--- config.mk ---
export PLATFORM = sky130hd
export DESIGN_NAME = bmx_exec
export DESIGN_NICKNAME = d
export VERILOG_FILES = /design/src/hw/bmx_pkg.sv /design/src/hw/bmx_exec.sv /design/src/hw/bmx_buf.sv
export SDC_FILE = /design/constraint.sdc
export NUM_CORES = 2
export LEC_CHECK = 0
export BUFFER_PORTS_ARGS = -buffer_cell sky130_fd_sc_hd__buf_2
export CORE_MARGIN = 2
export CORE_UTILIZATION = 45
export CTS_CLUSTER_SIZE = 40
export DETAILED_ROUTE_END_ITERATION = 7
export GPL_ROUTABILITY_DRIVEN = 0
export SLEW_MARGIN = 20
export SYNTH_ARGS = -nofsm -noshare
export SYNTH_HDL_FRONTEND = slang
export SYNTH_SLANG_ARGS = --single-unit
export TNS_END_PERCENT = 5
--- constraint.sdc ---
create_clock -name clock -period 9.52 [get_ports clock]
set_clock_uncertainty 0.1 [all_clocks]
set_input_delay 0.476 -clock clock [delete_from_list [all_inputs] [get_ports clock]]
set_output_delay 0.476 -clock clock [all_outputs]
set_load 0.05 [all_outputs]
--- src/hw/bmx_pkg.sv ---
package bmx_pkg;
   // Operation codes presented on the command port.
   typedef enum logic [2:0] {
      BMX_OP_COPY      = 3'h0,
      BMX_OP_COPY_BYTE = 3'h1,
      BMX_OP_COPY_WORD = 3'h2,
      BMX_OP_MUL1      = 3'h3,
      BMX_OP_MUL2      = 3'h4,
      BMX_OP_MUL3      = 3'h5,
      BMX_OP_UNSIGNED_PRODUCT_OP      = 3'h6
   } bmx_op_e;

   localparam int          BMX_DATA_W   = 16;
   localparam int          BMX_ADDR_W   = 20;
   localparam int          BMX_SEG_SHIFT = 4;
   localparam int          BMX_BUF_DEPTH = 2;
   localparam logic [15:0] BMX_STEP_BYTE = 16'h0001;
   localparam logic [15:0] BMX_STEP_WORD = 16'h0002;
   localparam logic [15:0] BMX_RST_WORD  = 16'h0000;
endpackage

--- src/hw/bmx_exec.sv ---
`timescale 1ns/1ps
module bmx_exec
   import bmx_pkg::*;
(
   input  wire logic                  clock,
   input  wire logic                  arst_n,
   // Command port.
   input  wire logic                  start,
   input  wire bmx_pkg::bmx_op_e      op,
   input  wire logic                  width_word,
   input  wire logic                  step_sign,
   input  wire logic                  seg_override,
   input  wire logic [15:0]           override_seg,
   output logic                       busy,
   output logic                       done,
   // Register file values.
   input  wire logic [15:0]           source_index,
   input  wire logic [15:0]           dest_index_reg,
   input  wire logic [15:0]           source_segment_default,
   input  wire logic [15:0]           dest_segment_base,
   input  wire logic [15:0]           accumulator_word,
   input  wire logic [15:0]           operand_a,
   input  wire logic [15:0]           operand_b,
   input  wire logic                  carry_flag_in,
   input  wire logic                  overflow_flag_in,
   // Results.
   output logic [15:0]                source_index_out,
   output logic [15:0]                dest_index_out,
   output logic [15:0]                accumulator_out,
   output logic [15:0]                high_product_word,
   output logic [15:0]                product_out,
   output logic                       carry_flag,
   output logic                       overflow_flag,
   // Memory port, one access at a time.
   output logic                       mem_req,
   output logic                       mem_we,
   output logic                       mem_word,
   output logic [BMX_ADDR_W-1:0]      mem_addr,
   output logic [15:0]                mem_wdata,
   input  wire logic                  mem_ack,
   input  wire logic [15:0]           mem_rdata
);
   import bmx_pkg::*;

   typedef enum logic [1:0] {BMX_IDLE, BMX_READ, BMX_WRITE} bmx_state_e;

   bmx_state_e       st_r, st_nxt;
   logic [15:0]      six_r, six_nxt, dix_r, dix_nxt, sseg_r, sseg_nxt, dseg_r, dseg_nxt;
   logic             word_r, word_nxt, sign_r, sign_nxt;
   logic [15:0]      acc_r, acc_nxt, hi_r, hi_nxt, prod_r, prod_nxt;
   logic             cy_r, cy_nxt, ov_r, ov_nxt, done_r, done_nxt;
   logic [15:0]      step;
   logic             buf_in_valid, buf_in_ready, buf_out_valid, buf_out_ready;
   logic [16:0]      buf_out_data;
   logic signed [15:0] sb_prod;
   logic signed [31:0] sw_prod;
   logic [15:0]      ub_prod;
   logic [31:0]      uw_prod;
   logic signed [31:0] sw_acc_full;
   logic [15:0]        sw_prod_acc, sw_prod_hi;
   logic               sw_flag;

   // Read data passes through the buffer so a stalled write loses no element.
   bmx_buf #(.WIDTH(17), .DEPTH(BMX_BUF_DEPTH)) u_buf (
      .clock     (clock),
      .arst_n    (arst_n),
      .in_valid  (buf_in_valid),
      .in_ready  (buf_in_ready),
      .in_data   ({word_r, mem_rdata}),
      .out_valid (buf_out_valid),
      .out_ready (buf_out_ready),
      .out_data  (buf_out_data)
   );

   // Products; signed forms sign-extend operands, unsigned forms zero-extend them.
   assign sb_prod = $signed(accumulator_word[7:0]) * $signed(operand_a[7:0]);
   assign sw_prod = $signed(operand_a) * $signed(operand_b);
   assign ub_prod = {8'h00, accumulator_word[7:0]} * {8'h00, operand_a[7:0]};
   assign uw_prod = {16'h0000, accumulator_word} * {16'h0000, operand_a};

   // Word signed multiply of accumulator and operand, split into its two halves.
   assign sw_acc_full = $signed(accumulator_word) * $signed(operand_a);
   assign sw_prod_acc = sw_acc_full[15:0];
   assign sw_prod_hi  = sw_acc_full[31:16];
   assign sw_flag     = (sw_acc_full[31:16] != {16{sw_acc_full[15]}});

   // Element size; direction is applied where the indices update.
   assign step = word_r ? BMX_STEP_WORD : BMX_STEP_BYTE;

   assign buf_in_valid  = (st_r == BMX_READ) && mem_ack;
   assign buf_out_ready = (st_r == BMX_WRITE) && mem_ack;
   assign busy          = (st_r != BMX_IDLE);
   assign done          = done_r;
   assign mem_req       = (st_r == BMX_READ && buf_in_ready) || (st_r == BMX_WRITE && buf_out_valid);
   assign mem_we        = (st_r == BMX_WRITE);
   assign mem_word      = word_r;
   // Source in its own segment, destination always in the destination base.
   assign mem_addr      = (st_r == BMX_WRITE) ?
                          (BMX_ADDR_W'(dseg_r) << BMX_SEG_SHIFT) + BMX_ADDR_W'(dix_r) :
                          (BMX_ADDR_W'(sseg_r) << BMX_SEG_SHIFT) + BMX_ADDR_W'(six_r);
   assign mem_wdata     = buf_out_data[15:0];
   assign source_index_out  = six_r;
   assign dest_index_out    = dix_r;
   assign accumulator_out   = acc_r;
   assign high_product_word = hi_r;
   assign product_out       = prod_r;
   assign carry_flag        = cy_r;
   assign overflow_flag     = ov_r;

   // Sequencing and result computation.
   always_comb begin
      st_nxt   = st_r;
      six_nxt  = six_r;
      dix_nxt  = dix_r;
      sseg_nxt = sseg_r;
      dseg_nxt = dseg_r;
      word_nxt = word_r;
      sign_nxt = sign_r;
      acc_nxt  = acc_r;
      hi_nxt   = hi_r;
      prod_nxt = prod_r;
      cy_nxt   = cy_r;
      ov_nxt   = ov_r;
      done_nxt = 1'b0;
      unique case (st_r)
         BMX_IDLE: begin
            if (start) begin
               cy_nxt  = carry_flag_in;
               ov_nxt  = overflow_flag_in;
               acc_nxt = accumulator_word;
               unique case (op)
                  BMX_OP_COPY, BMX_OP_COPY_BYTE, BMX_OP_COPY_WORD: begin
                     st_nxt   = BMX_READ;
                     six_nxt  = source_index;
                     dix_nxt  = dest_index_reg;
                     sign_nxt = step_sign;
                     dseg_nxt = dest_segment_base;
                     sseg_nxt = seg_override ? override_seg : source_segment_default;
                     word_nxt = (op == BMX_OP_COPY_WORD) ||
                                ((op == BMX_OP_COPY) && width_word);
                  end
                  BMX_OP_MUL1: begin
                     done_nxt = 1'b1;
                     if (width_word) begin
                        acc_nxt = sw_prod_acc;
                        hi_nxt  = sw_prod_hi;
                        cy_nxt  = sw_flag;
                        ov_nxt  = sw_flag;
                     end else begin
                        acc_nxt = sb_prod;
                        cy_nxt  = (sb_prod[15:8] != {8{sb_prod[7]}});
                        ov_nxt  = (sb_prod[15:8] != {8{sb_prod[7]}});
                     end
                  end
                  BMX_OP_MUL2, BMX_OP_MUL3: begin
                     done_nxt = 1'b1;
                     prod_nxt = sw_prod[15:0];
                     cy_nxt   = (sw_prod[31:16] != {16{sw_prod[15]}});
                     ov_nxt   = (sw_prod[31:16] != {16{sw_prod[15]}});
                  end
                  BMX_OP_UNSIGNED_PRODUCT_OP: begin
                     done_nxt = 1'b1;
                     if (width_word) begin
                        acc_nxt = uw_prod[15:0];
                        hi_nxt  = uw_prod[31:16];
                        cy_nxt  = (uw_prod[31:16] != 16'h0000);
                        ov_nxt  = (uw_prod[31:16] != 16'h0000);
                     end else begin
                        acc_nxt = ub_prod;
                        cy_nxt  = (ub_prod[15:8] != 8'h00);
                        ov_nxt  = (ub_prod[15:8] != 8'h00);
                     end
                  end
                  default: done_nxt = 1'b1;
               endcase
            end
         end
         BMX_READ: begin
            if (buf_in_valid) begin
               st_nxt = BMX_WRITE;
            end
         end
         BMX_WRITE: begin
            if (buf_out_ready && buf_out_valid) begin
               st_nxt   = BMX_IDLE;
               done_nxt = 1'b1;
               six_nxt  = sign_r ? six_r - step : six_r + step;
               dix_nxt  = sign_r ? dix_r - step : dix_r + step;
            end
         end
      endcase
   end

   // State and result registers only.
   always_ff @(posedge clock or negedge arst_n) begin
      if (!arst_n) begin
         st_r   <= BMX_IDLE;
         six_r  <= BMX_RST_WORD;
         dix_r  <= BMX_RST_WORD;
         sseg_r <= BMX_RST_WORD;
         dseg_r <= BMX_RST_WORD;
         word_r <= 1'b0;
         sign_r <= 1'b0;
         acc_r  <= BMX_RST_WORD;
         hi_r   <= BMX_RST_WORD;
         prod_r <= BMX_RST_WORD;
         cy_r   <= 1'b0;
         ov_r   <= 1'b0;
         done_r <= 1'b0;
      end else begin
         st_r   <= st_nxt;
         six_r  <= six_nxt;
         dix_r  <= dix_nxt;
         sseg_r <= sseg_nxt;
         dseg_r <= dseg_nxt;
         word_r <= word_nxt;
         sign_r <= sign_nxt;
         acc_r  <= acc_nxt;
         hi_r   <= hi_nxt;
         prod_r <= prod_nxt;
         cy_r   <= cy_nxt;
         ov_r   <= ov_nxt;
         done_r <= done_nxt;
      end
   end
endmodule // bmx_exec

--- src/hw/bmx_buf.sv ---
`timescale 1ns/1ps
// Small valid/ready buffer that holds read data while the write side stalls.
module bmx_buf #(
   parameter int WIDTH = 17,
   parameter int DEPTH = 2
) (
   input  wire logic             clock,
   input  wire logic             arst_n,
   input  wire logic             in_valid,
   output logic                  in_ready,
   input  wire logic [WIDTH-1:0] in_data,
   output logic                  out_valid,
   input  wire logic             out_ready,
   output logic      [WIDTH-1:0] out_data
);
   localparam int PW = (DEPTH > 1) ? $clog2(DEPTH) : 1;
   logic [WIDTH-1:0] mem_r [DEPTH];
   logic [WIDTH-1:0] mem_nxt [DEPTH];
   logic [PW-1:0]    rd_r, rd_nxt, wr_r, wr_nxt;
   logic [PW:0]      cnt_r, cnt_nxt;
   logic             push, pop;

   // Full and empty come straight from the occupancy count.
   assign in_ready  = (cnt_r != (PW+1)'(DEPTH));
   assign out_valid = (cnt_r != '0);
   assign out_data  = mem_r[rd_r];
   assign push      = in_valid && in_ready;
   assign pop       = out_valid && out_ready;

   // Pointer and storage next state.
   always_comb begin
      mem_nxt = mem_r;
      rd_nxt  = rd_r;
      wr_nxt  = wr_r;
      cnt_nxt = cnt_r;
      if (push) begin
         mem_nxt[wr_r] = in_data;
         wr_nxt        = (wr_r == PW'(DEPTH-1)) ? '0 : wr_r + 1'b1;
      end
      if (pop) begin
         rd_nxt = (rd_r == PW'(DEPTH-1)) ? '0 : rd_r + 1'b1;
      end
      cnt_nxt = cnt_r + (PW+1)'(push) - (PW+1)'(pop);
   end

   // Registers only.
   always_ff @(posedge clock or negedge arst_n) begin
      if (!arst_n) begin
         for (int i = 0; i < DEPTH; i++) begin
            mem_r[i] <= '0;
         end
         rd_r  <= '0;
         wr_r  <= '0;
         cnt_r <= '0;
      end else begin
         mem_r <= mem_nxt;
         rd_r  <= rd_nxt;
         wr_r  <= wr_nxt;
         cnt_r <= cnt_nxt;
      end
   end
endmodule // bmx_buf

==> metrics.md <==
| Metric | Value |
|---|---|
| Average via count per standard cell | 5.28 |
| Flop-to-flop setup slack | 5370 ps |
| Count of input and output buffers | 278 |
| Final total negative setup slack | 0 ps |
| RSZ-0062 raised after global routing | false |
| Placed cells | 5497 |
| Top-level I/O count | 279 |
| Worst-case headroom to the max-slew limit | 24.4% |
| GR Util All Layers | roughly a quarter |
| Net count of the mapped netlist | about 5400 |
| FF+latch count, synth | ~160 |
| Drc violations | 0 |
| Cell taking the most area after synthesis | sky130_fd_sc_hd__fa_1 |
| Maximum clock rate | ~0.13 GHz |
| Kind of critical path | input pin to flip-flop |
| Antenna violations before repair | 4 |
| Number of enable-type register cells in the synthesized netlist | 0 |
| Number of standard-cell rows in the floorplan | 106 |
| Number of post-CTS setup repair buffers | 0 |
| Transition time of the tightest slew-check pin | 1130 ps |
| Total Die Area | 0.0874 sq mm |
| Post-Route WL | 103000 um |
| Wire length per cell | 18.6 um |
| Initial core utilization | 45.6% |
| Global-route wire length before repair | 165000 um |
| Worst setup EP type | flip-flop |
| Share of flip-flops with an asynchronous set or reset after synthesis | 100% |
| Number of buffers between clock root and the deepest sink | 2 |
| Most common cell in the synthesized netlist | sky130_fd_sc_hd__inv_1 |
| Crit-path max FO | 32 |
| Count of final hold-check violations | 3 |
| Placeable core region | 0.0840 sq mm |
| Overflow left after global routing | 0 |
| Leading cell types by total area after synthesis | sky130_fd_sc_hd__fa_1, sky130_fd_sc_hd__ha_1, sky130_fd_sc_hd__dfrtp_1 |
| Cell area after synthesis | approximately 0.038 sq mm |
| Number of cells in the finished layout apart from fillers | 5532 |
| Mean Syn Cell Area | 9.06 sq um |
| Worst min-delay path category | input pin to asynchronous set/reset pin |
| Required time of the critical path | 9850 ps |
| Most common library cells after synthesis | sky130_fd_sc_hd__inv_1, sky130_fd_sc_hd__fa_1, sky130_fd_sc_hd__nand2_1 |
| Violated checks | hold timing |
| Layout cell share with drive strength beyond 1 | just under 10% |
| Gate Count Post-Synth | ~4200 |
| Via count of the routed design | 29209 |
| Count of max-cap constraint violations | 0 |
| Path depth of the worst reg2reg path | 15 |
| Origin of the critical flop-to-flop path | sign_r |
| Number of global-route vias before repair | ~30000 |
| Final critical-path share of the clock period | 80.3% |
| Pin count of the biggest net entering global routing | a little under 100 |
| Top cell type's share of synthesized area | 37.5% |
| Number of unique standard cell types used by synthesis | 84 |
| End of the worst register-to-register path | dest_index_out[15] |
| DR pass1 iterations | 6 |
| Root buffer selected by CTS | sky130_fd_sc_hd__clkbuf_16 |
| Number of gates given a new drive strength after cts | 0 |
| Number of nets in the final layout | 5606 |
| Startpoint kind of the worst setup timing path | input pin |
| Worst-skew pair later-pin latency | 500 ps |
| Clock sinks | roughly 160 |
| Number of hold buffers added after cts | 0 |
| Area growth from synthesis to layout | 7.82% |
| Die width | 296 um |
| YS warnings | 0 |
| Antenna Violating Nets Remaining | 0 |
| Launch point of the critical path | operand_a[6] |
| DRC violation total after the first TritonRoute iteration | between 1500 and 2000 |
| TritonCTS clock tree | done |
| H-tree levels | 4 |
| Share of synthesized area occupied by flip-flops and latches | approximately a tenth |
| Number of endpoints failing setup at the final stage | 0 |
| Chip height | approximately 300 um |
| Worst Hold Margin | -17.2 ps |
| Data arrival time of the worst path | ~8000 ps |
| Top cell by count, worst path | sky130_fd_sc_hd__fa_1 |
| Highest cell delay on the worst timing path | 580 ps |
| Detailed-placement wirelength estimate | 84700 um |
| Register clock-pin slew on the reported worst setup and hold paths | 80 ps |
| Max Slew Vio Count | 0 |
| CTS buffer count | 17 |
| Crit-path slowest cell | sky130_fd_sc_hd__buf_2 |
| Synth Flop Type | sky130_fd_sc_hd__dfrtp_1 |
| Status | complete, but fails checks |
| Min cycle time layout | 7640 ps |
worst max path at each step:
| stage | to | slack, ps | cells after the start |
|---|---|---|---|
| after global placement | carry_flag | 1440 | 25 |
| after CTS | carry_flag | 1910 | 25 |
| final | overflow_flag | 1880 | 25 |
| after global routing | carry_flag | 1560 | 25 |
| after floorplan | overflow_flag | 2250 | 29 |
| after detailed placement | carry_flag | 1360 | 25 |
sequential cells by signal, summed over array words and instances (netlist names):
signal and flops:
overflow_flag 1, mem_word 1, dseg_r 16, u_buf.rd_r 1, source_index_out 16, carry_flag 1, u_buf.wr_r 1, u_buf.cnt_r 2
product_out 16, u_buf.mem_r 32, st_r 2, dest_index_out 16, accumulator_out 16, sign_r 1, sseg_r 16, high_product_word 16
done 1
worst max-delay path: cells and delay by family:
family | cells | cell delay, ps
AND/OR/NAND/NOR | 3 | 570
XOR/XNOR | 1 | 240
adder cells (fa/ha/maj) | 7 | 3340
AO/OA/AOI/OAI | 7 | 1950
multiplexers | 1 | 500
buffers and inverters | 6 | 830
cell type report:
class                      instances  area [sq um]
clock buffer                      18           439
tap                             1134          1420
fill                            8152         42700
inverter                         889          3340
multi-input combinational       3026         30500
sequential                       155          3880
timing repair buffer             293          1510
clock inverter                    14           169
antenna                            3          7.51
through the flow:
stage          setup slack, ps  utilization [%]  cell area (sq um)  hold WS (ps)
4_1_cts                   1910             49.2              41300          7.34
5_1_grt                   1560             49.2              41300          68.7
3_3_place_gp              1440             48.4              40700           357
2_1_floorplan             2250                -              38300          80.4
3_5_place_dp              1360             48.4              40700           367
6_report                  1880             49.2              41300         -17.2
layout by cell type (no fill, tap or decap), types with 109 or more instances in the layout:
master                      n
sky130_fd_sc_hd__a21oi_1  146
sky130_fd_sc_hd__and2_1   210
sky130_fd_sc_hd__buf_2    277
sky130_fd_sc_hd__dfrtp_1  155
sky130_fd_sc_hd__fa_1     717
sky130_fd_sc_hd__ha_1     350
sky130_fd_sc_hd__inv_1    887
sky130_fd_sc_hd__nand2_1  477
sky130_fd_sc_hd__nor2_1   165
sky130_fd_sc_hd__o21ai_0  161
sky130_fd_sc_hd__xnor2_1  109
logic make-up after synthesis:
logic type / Yosys count / share of synthesized area, %
AND/OR/NAND/NOR: 1073 / 13.2
adder cells (fa/ha/maj): 1068 / 49.0
buffers and inverters: 1044 / 10.2
flip-flops: 155 / 10.1
XOR/XNOR: 157 / 3.59
AO/OA/AOI/OAI: 591 / 10.1
multiplexers: 137 / 3.83
metal layers:
layer / global-route usage (%) / vias to the layer above / part of all wire [%]
li1: - / 13590 / -
met1: 30.6 / 14700 / 41
met2: 42.2 / 736 / 50
met3: 3.43 / 181 / 4.8
met4: 11.1 / 2 / 4.6
met5: 0 / - / 0.013
Power is not shown: default switching activity piles up to over one toggle a cycle in this logic, so the estimate is an artifact.
